==> src/cvt_pkg.sv <==
// Package: register map, reset values and bus types for the calibration/trim register slice
// How it works
// - Enable bit gates calibration vector port
// - Each read returns next vector byte
// - Each write loads next vector element
// - Partial transfer leaves calibration invalid
// - Channel A gain adjust byte
// - Channel B gain adjust byte
// - Trims load factory values after reset
// - Reference adjust low nibble, upper reserved
// - Channel A termination adjust byte
package cvt_pkg;
	localparam logic [11:0] CVT_OFS_CAL_EN   = 12'h070;
	localparam logic [11:0] CVT_OFS_CAL_PORT = 12'h071;
	localparam logic [11:0] CVT_OFS_GAIN_A   = 12'h07a;
	localparam logic [11:0] CVT_OFS_GAIN_B   = 12'h07b;
	localparam logic [11:0] CVT_OFS_REF_ADJ  = 12'h07c;
	localparam logic [11:0] CVT_OFS_TERM_A   = 12'h07e;
	localparam logic [11:0] CVT_OFS_STATUS   = 12'h080;
	localparam int          CVT_VEC_LEN      = 673;
	localparam int          CVT_IDX_W        = 10;
	localparam logic [9:0]  CVT_IDX_LAST     = 10'h2a0;
	localparam int          CVT_EN_BIT       = 0;
	localparam int          CVT_REF_MSB      = 3;
	localparam logic [7:0]  CVT_RST_CAL_EN   = 8'h00;
	localparam logic [7:0]  CVT_RST_TRIM     = 8'h00;
	localparam logic [1:0]  CVT_RESP_OKAY    = 2'h0;
	localparam logic [1:0]  CVT_RESP_SLVERR  = 2'h2;
	typedef struct packed {
		logic [7:0] gain_a;
		logic [7:0] gain_b;
		logic [3:0] ref_adj;
		logic [7:0] term_a;
	} cvt_trim_t;
	typedef enum logic [1:0] {
		CVT_IDLE  = 2'b00,
		CVT_WRESP = 2'b01,
		CVT_RRESP = 2'b10
	} cvt_state_t;
endpackage

==> src/cvt_regs.sv <==
// Calibration vector port and factory trim registers behind an AXI4-Lite slave
//
// Design decision made here: the AXI4-Lite slave port.
`timescale 1ns/1ps
`default_nettype none
module cvt_regs
	import cvt_pkg::*;
(
	input  wire logic        aclk,
	input  wire logic        aresetn,
	input  wire logic [11:0] s_axi_awaddr,
	input  wire logic        s_axi_awvalid,
	output logic             s_axi_awready,
	input  wire logic [31:0] s_axi_wdata,
	input  wire logic [3:0]  s_axi_wstrb,
	input  wire logic        s_axi_wvalid,
	output logic             s_axi_wready,
	output logic [1:0]       s_axi_bresp,
	output logic             s_axi_bvalid,
	input  wire logic        s_axi_bready,
	input  wire logic [11:0] s_axi_araddr,
	input  wire logic        s_axi_arvalid,
	output logic             s_axi_arready,
	output logic [31:0]      s_axi_rdata,
	output logic [1:0]       s_axi_rresp,
	output logic             s_axi_rvalid,
	input  wire logic        s_axi_rready,
	input  wire cvt_trim_t   factory_trim,
	input  wire logic        calibration_halted,
	output cvt_trim_t        trim_out,
	output logic             cal_en_out,
	output logic [9:0]       cal_index,
	output logic             cal_vec_wr,
	output logic [7:0]       cal_vec_wdata,
	input  wire logic [7:0]  cal_vec_rdata
);
	////////////////////////////////////////////////////////////////////////////
	// Write path: both address and data held until both present
	logic       aw_hold_reg, aw_hold_next;
	logic       w_hold_reg, w_hold_next;
	logic [11:0] awaddr_reg, awaddr_next;
	logic [31:0] wdata_reg, wdata_next;
	logic        bvalid_reg, bvalid_next;
	logic [1:0]  bresp_reg, bresp_next;
	logic        rvalid_reg, rvalid_next;
	logic [1:0]  rresp_reg, rresp_next;
	logic [31:0] rdata_reg, rdata_next;
	logic        cal_en_reg, cal_en_next;
	cvt_trim_t   trim_reg, trim_next;
	logic [9:0]  idx_reg, idx_next;
	logic        loaded_reg, loaded_next;
	logic        partial_reg, partial_next;
	logic        vec_wr_reg, vec_wr_next;
	logic [7:0]  vec_wd_reg, vec_wd_next;
	logic        do_write, do_read, wr_hit, rd_hit, port_acc;
	logic [9:0]  rd_index, wr_index;

	assign s_axi_awready = !aw_hold_reg && !bvalid_reg;
	assign s_axi_wready  = !w_hold_reg && !bvalid_reg;
	assign s_axi_arready = !rvalid_reg;
	assign s_axi_bvalid  = bvalid_reg;
	assign s_axi_bresp   = bresp_reg;
	assign s_axi_rvalid  = rvalid_reg;
	assign s_axi_rresp   = rresp_reg;
	assign s_axi_rdata   = rdata_reg;
	assign trim_out      = trim_reg;
	assign cal_en_out    = cal_en_reg;
	assign cal_index     = idx_reg;
	assign cal_vec_wr    = vec_wr_reg;
	assign cal_vec_wdata = vec_wd_reg;

	always_comb begin
		aw_hold_next = aw_hold_reg;
		w_hold_next  = w_hold_reg;
		awaddr_next  = awaddr_reg;
		wdata_next   = wdata_reg;
		if (s_axi_awvalid && s_axi_awready) begin
			aw_hold_next = 1'b1;
			awaddr_next  = s_axi_awaddr;
		end
		if (s_axi_wvalid && s_axi_wready) begin
			w_hold_next = 1'b1;
			wdata_next  = s_axi_wdata;
		end
		do_write = aw_hold_reg && w_hold_reg;
		if (do_write) begin
			aw_hold_next = 1'b0;
			w_hold_next  = 1'b0;
		end
		do_read = s_axi_arvalid && s_axi_arready;
		// Printed offsets are word indices: byte address is four times them
		rd_index = s_axi_araddr[11:2];
		wr_index = awaddr_reg[11:2];
	end

	////////////////////////////////////////////////////////////////////////////
	// Register file, vector index and responses
	always_comb begin
		cal_en_next  = cal_en_reg;
		trim_next    = trim_reg;
		idx_next     = idx_reg;
		loaded_next  = loaded_reg;
		partial_next = partial_reg;
		vec_wr_next  = 1'b0;
		vec_wd_next  = vec_wd_reg;
		bvalid_next  = bvalid_reg && !s_axi_bready;
		bresp_next   = bresp_reg;
		rvalid_next  = rvalid_reg && !s_axi_rready;
		rresp_next   = rresp_reg;
		rdata_next   = rdata_reg;
		wr_hit       = 1'b1;
		rd_hit       = 1'b1;
		port_acc     = 1'b0;
		// Factory values captured in the first clocked cycle after reset
		if (!loaded_reg) begin
			trim_next   = factory_trim;
			loaded_next = 1'b1;
		end
		if (do_write) begin
			bvalid_next = 1'b1;
			if (s_axi_wstrb[0]) begin
				case (wr_index)
					CVT_OFS_CAL_EN[9:0]: begin
						cal_en_next = wdata_reg[CVT_EN_BIT];
						if (wdata_reg[CVT_EN_BIT] && !cal_en_reg) begin
							idx_next = '0;
						end
					end
					CVT_OFS_CAL_PORT[9:0]: begin
						if (cal_en_reg) begin
							vec_wr_next = 1'b1;
							vec_wd_next = wdata_reg[7:0];
							port_acc    = 1'b1;
						end
					end
					CVT_OFS_GAIN_A[9:0]: trim_next.gain_a = wdata_reg[7:0];
					CVT_OFS_GAIN_B[9:0]: trim_next.gain_b = wdata_reg[7:0];
					CVT_OFS_REF_ADJ[9:0]: trim_next.ref_adj = wdata_reg[CVT_REF_MSB:0];
					CVT_OFS_TERM_A[9:0]: trim_next.term_a = wdata_reg[7:0];
					default: wr_hit = 1'b0;
				endcase
			end
			if (!wr_hit) begin
				bresp_next = CVT_RESP_SLVERR;
			end else begin
				bresp_next = CVT_RESP_OKAY;
			end
		end
		if (do_read) begin
			rvalid_next = 1'b1;
			rresp_next  = CVT_RESP_OKAY;
			rdata_next  = '0;
			case (rd_index)
				CVT_OFS_CAL_EN[9:0]: rdata_next[CVT_EN_BIT] = cal_en_reg;
				CVT_OFS_CAL_PORT[9:0]: begin
					if (cal_en_reg) begin
						rdata_next[7:0] = cal_vec_rdata;
						port_acc = 1'b1;
					end
				end
				CVT_OFS_GAIN_A[9:0]: rdata_next[7:0] = trim_reg.gain_a;
				CVT_OFS_GAIN_B[9:0]: rdata_next[7:0] = trim_reg.gain_b;
				CVT_OFS_REF_ADJ[9:0]: rdata_next[CVT_REF_MSB:0] = trim_reg.ref_adj;
				CVT_OFS_TERM_A[9:0]: rdata_next[7:0] = trim_reg.term_a;
				CVT_OFS_STATUS[9:0]: rdata_next[11:0] = {partial_reg, calibration_halted, idx_reg};
				default: begin
					rd_hit     = 1'b0;
					rresp_next = CVT_RESP_SLVERR;
				end
			endcase
		end
		// Read and write never hit the port together in practice; together they advance one step
		if (port_acc) begin
			if (idx_reg == CVT_IDX_LAST) begin
				idx_next     = '0;
				partial_next = 1'b0;
			end else begin
				idx_next     = idx_reg + 10'h001;
				partial_next = 1'b1;
			end
		end
		if (do_write && wr_index == CVT_OFS_CAL_EN[9:0]
			&& s_axi_wstrb[0] && wdata_reg[CVT_EN_BIT] && !cal_en_reg) begin
			partial_next = 1'b0;
		end
	end

	always_ff @(posedge aclk) begin
		if (!aresetn) begin
			aw_hold_reg <= 1'b0;
			w_hold_reg  <= 1'b0;
			awaddr_reg  <= '0;
			wdata_reg   <= '0;
			bvalid_reg  <= 1'b0;
			bresp_reg   <= CVT_RESP_OKAY;
			rvalid_reg  <= 1'b0;
			rresp_reg   <= CVT_RESP_OKAY;
			rdata_reg   <= '0;
			cal_en_reg  <= CVT_RST_CAL_EN[0];
			trim_reg    <= '{CVT_RST_TRIM, CVT_RST_TRIM, CVT_RST_TRIM[3:0], CVT_RST_TRIM};
			idx_reg     <= '0;
			loaded_reg  <= 1'b0;
			partial_reg <= 1'b0;
			vec_wr_reg  <= 1'b0;
			vec_wd_reg  <= '0;
		end else begin
			aw_hold_reg <= aw_hold_next;
			w_hold_reg  <= w_hold_next;
			awaddr_reg  <= awaddr_next;
			wdata_reg   <= wdata_next;
			bvalid_reg  <= bvalid_next;
			bresp_reg   <= bresp_next;
			rvalid_reg  <= rvalid_next;
			rresp_reg   <= rresp_next;
			rdata_reg   <= rdata_next;
			cal_en_reg  <= cal_en_next;
			trim_reg    <= trim_next;
			idx_reg     <= idx_next;
			loaded_reg  <= loaded_next;
			partial_reg <= partial_next;
			vec_wr_reg  <= vec_wr_next;
			vec_wd_reg  <= vec_wd_next;
		end
	end

	////////////////////////////////////////////////////////////////////////////
	// Checks
	chk_port_gated: assert property (@(posedge aclk) disable iff (!aresetn)
		(!cal_en_reg) |=> !vec_wr_reg)
		else $error("vector write while port disabled");
	chk_idx_advance: assert property (@(posedge aclk) disable iff (!aresetn)
		(vec_wr_next && idx_reg != CVT_IDX_LAST) |=> idx_reg == $past(idx_reg) + 10'h001)
		else $error("index did not advance");
	chk_idx_wrap: assert property (@(posedge aclk) disable iff (!aresetn)
		(vec_wr_next && idx_reg == CVT_IDX_LAST) |=> idx_reg == 10'h000 && !partial_reg)
		else $error("index did not wrap after last element");
	chk_gain_a_wr: assert property (@(posedge aclk) disable iff (!aresetn)
		(loaded_reg && do_write && s_axi_wstrb[0] && wr_index == CVT_OFS_GAIN_A[9:0])
		|=> trim_out.gain_a == $past(wdata_reg[7:0]))
		else $error("gain a not written");
	chk_gain_b_wr: assert property (@(posedge aclk) disable iff (!aresetn)
		(loaded_reg && do_write && s_axi_wstrb[0] && wr_index == CVT_OFS_GAIN_B[9:0])
		|=> trim_out.gain_b == $past(wdata_reg[7:0]))
		else $error("gain b not written");
	chk_factory_load: assert property (@(posedge aclk) disable iff (!aresetn)
		$rose(loaded_reg) |-> trim_reg == $past(factory_trim))
		else $error("factory trim not loaded");
	chk_ref_read: assert property (@(posedge aclk) disable iff (!aresetn)
		(do_read && rd_index == CVT_OFS_REF_ADJ[9:0]) |=> rvalid_reg && s_axi_rdata[31:4] == 28'h0)
		else $error("reserved reference bits not zero");
	chk_term_wr: assert property (@(posedge aclk) disable iff (!aresetn)
		(loaded_reg && do_write && s_axi_wstrb[0] && wr_index == CVT_OFS_TERM_A[9:0])
		|=> trim_out.term_a == $past(wdata_reg[7:0]))
		else $error("termination a not written");
	chk_idx_restart: assert property (@(posedge aclk) disable iff (!aresetn)
		$rose(cal_en_reg) |-> idx_reg == 10'h000)
		else $error("index not restarted on enable");
	chk_partial_flag: assert property (@(posedge aclk) disable iff (!aresetn)
		(port_acc && idx_reg != CVT_IDX_LAST) |=> partial_reg)
		else $error("partial flag not set mid transfer");
	chk_bresp_time: assert property (@(posedge aclk) disable iff (!aresetn)
		do_write |=> bvalid_reg)
		else $error("write response late");
	cov_vec_write: cover property (@(posedge aclk) disable iff (!aresetn) vec_wr_reg);
	cov_vec_wrap: cover property (@(posedge aclk) disable iff (!aresetn)
		port_acc && idx_reg == CVT_IDX_LAST);
	cov_trim_read: cover property (@(posedge aclk) disable iff (!aresetn)
		do_read && rd_index == CVT_OFS_GAIN_A[9:0]);
	cov_slverr: cover property (@(posedge aclk) disable iff (!aresetn)
		rvalid_reg && rresp_reg == CVT_RESP_SLVERR);
endmodule
`default_nettype wire
==> config.mk <==
export PLATFORM = sky130hd
export DESIGN_NAME = cvt_regs
export DESIGN_NICKNAME = d
export VERILOG_FILES = /design/src/cvt_pkg.sv /design/src/cvt_regs.sv
export SDC_FILE = /design/constraint.sdc
export NUM_CORES = 1
export LEC_CHECK = 0
export BUFFER_PORTS_ARGS = -buffer_cell sky130_fd_sc_hd__clkbuf_2
export CAP_MARGIN = 20
export CORE_UTILIZATION = 40
export CTS_BUF_LIST = sky130_fd_sc_hd__clkbuf_4
export DETAILED_ROUTE_END_ITERATION = 7
export PLACE_DENSITY = 0.67
export SLEW_MARGIN = 20
export SYNTH_ARGS = -nofsm -noshare
export SYNTH_HDL_FRONTEND = slang
export SYNTH_SLANG_ARGS = --single-unit
==> constraint.sdc <==
create_clock -name aclk -period 7.3 [get_ports aclk]
set_clock_uncertainty 0.2 [all_clocks]
set_input_delay 0.365 -clock aclk [delete_from_list [all_inputs] [get_ports aclk]]
set_output_delay 0.365 -clock aclk [all_outputs]
set_load 0.05 [all_outputs]
==> results of run 1 <==
==> layer usage <==
metal  GRT usage  vias to the layer above  part of all wire
met3      0.0395                       17             0.059
met5           0                        -                 0
met1       0.292                     1913              0.46
met4      0.0857                        0             0.018
met2       0.372                      158              0.47
li1            -                     2039                 -
==> synthesized netlist by cell type, drive strengths merged, types with 2 or more instances <==
library cell	n	area (um^2)
clkbuf	24	90.1
buf	27	186
and3	3	18.8
a21oi	50	250
nand2	77	289
nor2b	3	18.8
ha	2	25.0
inv	5	18.8
a221oi	7	61.3
a32oi	4	35.0
nand4	6	37.5
o21ai	17	85.1
a31oi	3	18.8
nor4bb	2	20.0
o21ba	2	20.0
or3	9	61.3
dfxtp	86	1720
nand2b	7	43.8
o21a	2	15.0
mux2i	33	330
and2	4	25.0
nand3	12	60.1
or4	2	18.8
nor2	46	173
o2bb2ai	3	26.3
nor3	6	30.0
mux2	5	56.3
and4	2	17.5
a211oi	29	218
and4b	4	41.3
a22o	3	26.3
==> tightest hold or removal path: cells and delay by family <==
family / cells / cell delay, ps
buffers and inverters: 1 / 80
AOI/OAI and AO/OA: 1 / 80
muxes: 1 / 110
==> power by group <==
group | switching (uW) | leakage [uW] | total, uW | internal, uW
Combinational | 140 | 0.00152 | 203 | 63.2
Clock | 182 | 0.0000684 | 261 | 79.5
Sequential | 23.2 | 0.000704 | 514 | 491
Total | 344 | 0.00229 | 978 | 634
==> per-stage QoR <==
step | hold slack [ps] | cell area [um^2] | power (uW)
5_1_grt | 15.5 | 5200 | 1020
2_1_floorplan | 193 | 4240 | 668
6_report | 18.3 | 5200 | 978
4_1_cts | 6.91 | 5190 | 984
3_3_place_gp | 243 | 4840 | 714
3_5_place_dp | 250 | 4840 | 716
==> how the worst max path moves through the flow <==
stage | start | to
3_3_place_gp | s_axi_araddr[3] | cal_index[6]$_SDFFE_PN0P_
6_report | awaddr_reg[10]$_SDFFE_PN0P_ | trim_out[1]$_SDFF_PN0_
4_1_cts | wdata_reg[0]$_SDFFE_PN0P_ | cal_index[6]$_SDFFE_PN0P_
2_1_floorplan | awaddr_reg[3]$_SDFFE_PN0P_ | cal_index[7]$_SDFFE_PN0P_
5_1_grt | w_hold_reg$_SDFFE_PP0P_ | trim_out[4]$_SDFF_PN0_
3_5_place_dp | s_axi_araddr[3] | cal_index[6]$_SDFFE_PN0P_
==> area by class of cell <==
cell class / instances / area share
clock buffer: 10 / 0.0144
clock inverter: 6 / 0.00986
inverter: 5 / 0.00385
multi-input combinational: 377 / 0.426
sequential: 86 / 0.331
tap: 133 / 0.0320
timing repair buffer: 165 / 0.183
==> what timing repair did <==
action	in CTS	in global routing
hold buffers	23	1
endpoints found under the hold margin	22	1
gates resized for setup	0	0
==> cell families (layout without fill, tap and decap cells) <==
logic type | Yosys count | count (layout) | synth area share
compound gates | 126 | 126 | 0.197
xor+xnor | 2 | 2 | 0.00421
mux | 38 | 38 | 0.0930
flops | 86 | 86 | 0.414
simple gates | 187 | 187 | 0.214
other cells | 1 | 22 | 0.000902
fa+ha+maj | 2 | 2 | 0.00602
buf+inv | 56 | 186 | 0.0710
==> flow_summary.json, run 1 <==
{
  "power.density_mw_per_mm2": 188,
  "ys_seq_elements": 86,
  "post_drt_wl_per_cell_um": 15.6,
  "core_area_mm2": 0.00991,
  "relSlewSlack": 0.421,
  "hold_viol_final": 0,
  "vias": 4127,
  "min_path_type": "input port to register",
  "setup_tns_ps": 0,
  "fmax_mhz": 382,
  "whs_endpoint": "trim_out[14]$_SDFF_PN0_",
  "reg2reg_to": "trim_out[1]$_SDFF_PN0_",
  "irDropWorstVdd_mv": 0.0782,
  "grt_overflow": 0,
  "ys_types": 50,
  "cp.arrival_ps": 2760,
  "period_needed_ps": 2620,
  "seq_area_frac_synth": 0.414,
  "drc": 0,
  "multi_input_area_mm2": 0.00222,
  "drive_above_1_share": 0.260,
  "critical_path_class": "register to register",
  "r2r_slack_ps": 4680,
  "outcome": "complete, no violations",
  "layout_common_cells": "clkbuf_2, dfxtp_1, nand2_1, a21oi_1, nor2_1",
  "worst_path_max_delay_cell": "nor4_1",
  "instances_no_fill": 782,
  "cts_sinks": 86,
  "ys_warn_count": 0,
  "diodes": 0,
  "grtUsageTotal": 0.225,
  "reg2regPathDepth": 4,
  "drv_cap": 0,
  "max_stage_delay_ps": 670,
  "pre_cts_ws_ps": 4390,
  "placed_cells": 742,
  "syn_area_mm2": 0.00416,
  "drt_iter0_drc": 227,
  "ios": 193,
  "final_util": 0.525,
  "critPathLaunchType": "register",
  "rsz0062_at_grt": "no",
  "final_common_cell": "clkbuf_2",
  "worst_ep_required_time_ps": 7440,
  "grt_pass1_vias": 3899,
  "area_delta_synth_final_pct": 25.2,
  "nFillCells": 952,
  "leakage_uw": 0.00229,
  "synth_edf_count": 0,
  "antenna_found_initial": 0,
  "dr.pass1.iters": 4,
  "fp-row-count": 36,
  "path_depth": 4,
  "path_buf_inv": 0,
  "largest_reg_flops": 28,
  "clockBufferDepth": 2,
  "syn_avg_cell_area_um2": 8.35,
  "hp-start": "factory_trim[14]",
  "clkSlewWorstSetupHoldPaths_ps": 160,
  "ant_nets": 0,
  "ctsHtreeMaxLevel": 3,
  "post_cts_buffers": 0,
  "setup_ws_ps": 4680,
  "min_period_over_period": 0.359,
  "synthesis.instances": 498,
  "portBuffers": 139,
  "setup_violations": 0,
  "layout.nets": 750,
  "critPathMaxFanout": 16,
  "worst_slew_pin_slew_ps": 868,
  "grt_start_max_net_pins": 66,
  "seqCellArea_mm2": 0.00172,
  "die_y_um": 104,
  "cts_tree": "built",
  "vias_per_cell": 5.28,
  "cp-end-kind": "register",
  "path_cells": "nand4bb_1 -> nor4_1 -> nand4_1 -> a211oi_1",
  "timing.rr.start": "awaddr_reg[10]$_SDFFE_PN0P_",
  "cp_top_family": "simple AND/OR/NAND/NOR gates",
  "synth_flop_cell": "dfxtp_1",
  "grt_pass1_wl_um": 19500,
  "gp_congestion": 0.852,
  "cts_root_buf": "clkbuf_4",
  "die_w_um": 104,
  "ys_async_sr_fraction": 0,
  "hold_depth": 3,
  "start_util": 0.420,
  "cts_buffers": 9,
  "clk_latency_ps": 440,
  "drv_slew": 0,
  "drt-total-wl_um": 12200,
  "dieArea_mm2": 0.0108,
  "dpl.hpwl_um": 8790
}
Power figures use the tool's default switching activity.
==> inputs of run 2 (changes only) <==
- clock period: 7.3 -> 2.68 ns (I/O delays scaled with it)
==> run 2 against run 1 <==
Net effect:
- first-iteration DRC count up 23%
- cell area up 13%
- sequential power rose to 2.7 times the previous value
- cell count up 9.0%
- critical path type unchanged
- die area unchanged
- global-route usage up 1.8 points
- critical path depth up 2
- clock power rose to 2.5 times the previous value
- highest routed layer unchanged
==> flow_summary.json, run 2 (synthesized netlist as in run 1, its figures left out) <==
{
  "outcome": "complete, no violations",
  "dpl_cell_area_mm2": 0.00488,
  "cts_buffers": 9,
  "clkSlewWorstSetupHoldPaths_ps": 150,
  "drt-total-wl_um": 13100,
  "dpl.hpwl_um": 8910,
  "relSlewSlack": 0.527,
  "cts_root_buf": "clkbuf_4",
  "min_path_type": "input port to register",
  "hold_viol_final": 0,
  "critical_path_class": "register to register",
  "cts_tree": "built",
  "r2r_slack_ps": 220,
  "layout_common_cells": "clkbuf_2, dlygate4sd3_1, dfxtp_1, nand2_1, a21oi_1",
  "drv_slew": 0,
  "ctsHtreeMaxLevel": 3,
  "die_y_um": 104,
  "layout.nets": 820,
  "period_needed_ps": 2460,
  "power.density_mw_per_mm2": 460,
  "critPathMaxFanout": 8,
  "irDropWorstVdd_mv": 0.363,
  "diodes": 0,
  "start_util": 0.420,
  "final_area_mm2": 0.00588,
  "setup_violations": 0,
  "vias": 4487,
  "final_common_cell": "clkbuf_2",
  "die_w_um": 104,
  "drc": 0,
  "cts_sinks": 86,
  "drive_above_1_share": 0.242,
  "dieArea_mm2": 0.0108,
  "grtUsageTotal": 0.243,
  "final_util": 0.594,
  "leakage_uw": 0.00258,
  "grt_overflow": 0,
  "fmax_mhz": 407,
  "min_period_over_period": 0.916,
  "dr.pass1.iters": 4,
  "grt_pass1_vias": 4297,
  "post_drt_wl_per_cell_um": 15.4,
  "rsz0062_at_grt": "no",
  "vias_per_cell": 5.27,
  "grt_pass1_wl_um": 21100,
  "ant_nets": 0,
  "antenna_found_initial": 0,
  "core_area_mm2": 0.00991,
  "clk_latency_ps": 440,
  "cp.arrival_ps": 2650,
  "drt_iter0_drc": 279,
  "worst_slew_pin_slew_ps": 704,
  "nFillCells": 899,
  "drv_cap": 0,
  "portBuffers": 139,
  "worst_ep_required_time_ps": 2870,
  "setup_tns_ps": 0,
  "cp-end-kind": "register",
  "ios": 193,
  "grt_start_max_net_pins": 29,
  "critPathLaunchType": "register",
  "area_delta_synth_final_pct": 41.5,
  "largest_reg_flops": 28,
  "clockBufferDepth": 2,
  "post_cts_buffers": 0,
  "fp-row-count": 36,
  "gp_congestion": 0.865
}
-- run 2: report_power, final --
part | switching (uW) | internal (uW) | total, uW
logic | 400 | 243 | 644
clock network | 472 | 193 | 664
registers | 62.6 | 1340 | 1400
total | 935 | 1770 | 2710
-- run 2: through the flow --
step	hold WS [ps]	instances	total power, uW	setup WS, ps
floorplan	-38.3	519	1820	283
CTS	20.6	852	2710	233
global placement	129	748	1950	308
finish	55.7	852	2710	224
detailed placement	128	748	1950	288
global route	70.3	852	2830	34.9
-- run 2: layout make-up --
type,count,area [um^2],area share
Sequential cell,86,1720,0.293
Clock inverter,7,48.8,0.00829
Inverter,5,18.8,0.00319
Timing Repair Buffer,235,1640,0.278
Clock buffer,9,67.6,0.0115
Multi-Input combinational cell,377,2220,0.378
Tap cell,133,166,0.0283
-- run 2: layer usage --
metal / up-vias / track usage / part of all wire
met3: 25 / 0.0464 / 0.062
li1: 2174 / - / -
met5: - / 0 / 0
met1: 2103 / 0.307 / 0.44
met4: 0 / 0.0888 / 0.021
met2: 185 / 0.410 / 0.48
-- run 2: what timing repair did --
| action | CTS | global route |
|---|---|---|
| hold buffers | 88 | 0 |
| resized for setup | 0 | 1 |
| endpoints found under the setup margin | 0 | 1 |
| hold endpoints to repair | 61 | 0 |
-- run 2: path summary, 6_finish.rpt --
| path | to | from | cells after the start |
|---|---|---|---|
| worst max register to register | wdata_reg[2]$_SDFFE_PN0P_ | w_hold_reg$_SDFFE_PP0P_ | 6 |
| worst min register to register | s_axi_rdata[11]$_SDFFE_PN0P_ | s_axi_rdata[11]$_SDFFE_PN0P_ | 2 |
| worst min-delay path | s_axi_rdata[6]$_SDFFE_PN0P_ | s_axi_araddr[3] | 3 |
| worst max-delay path | wdata_reg[2]$_SDFFE_PN0P_ | w_hold_reg$_SDFFE_PP0P_ | 6 |
-- run 2: critical path: stages (launching register included) --
cell,delay (ps)
dfxtp_1,380
nor2_1,180
and2_1,310
nand2_1,100
dlygate4sd3_1,570
a21oi_1,120
dlygate4sd3_1,550
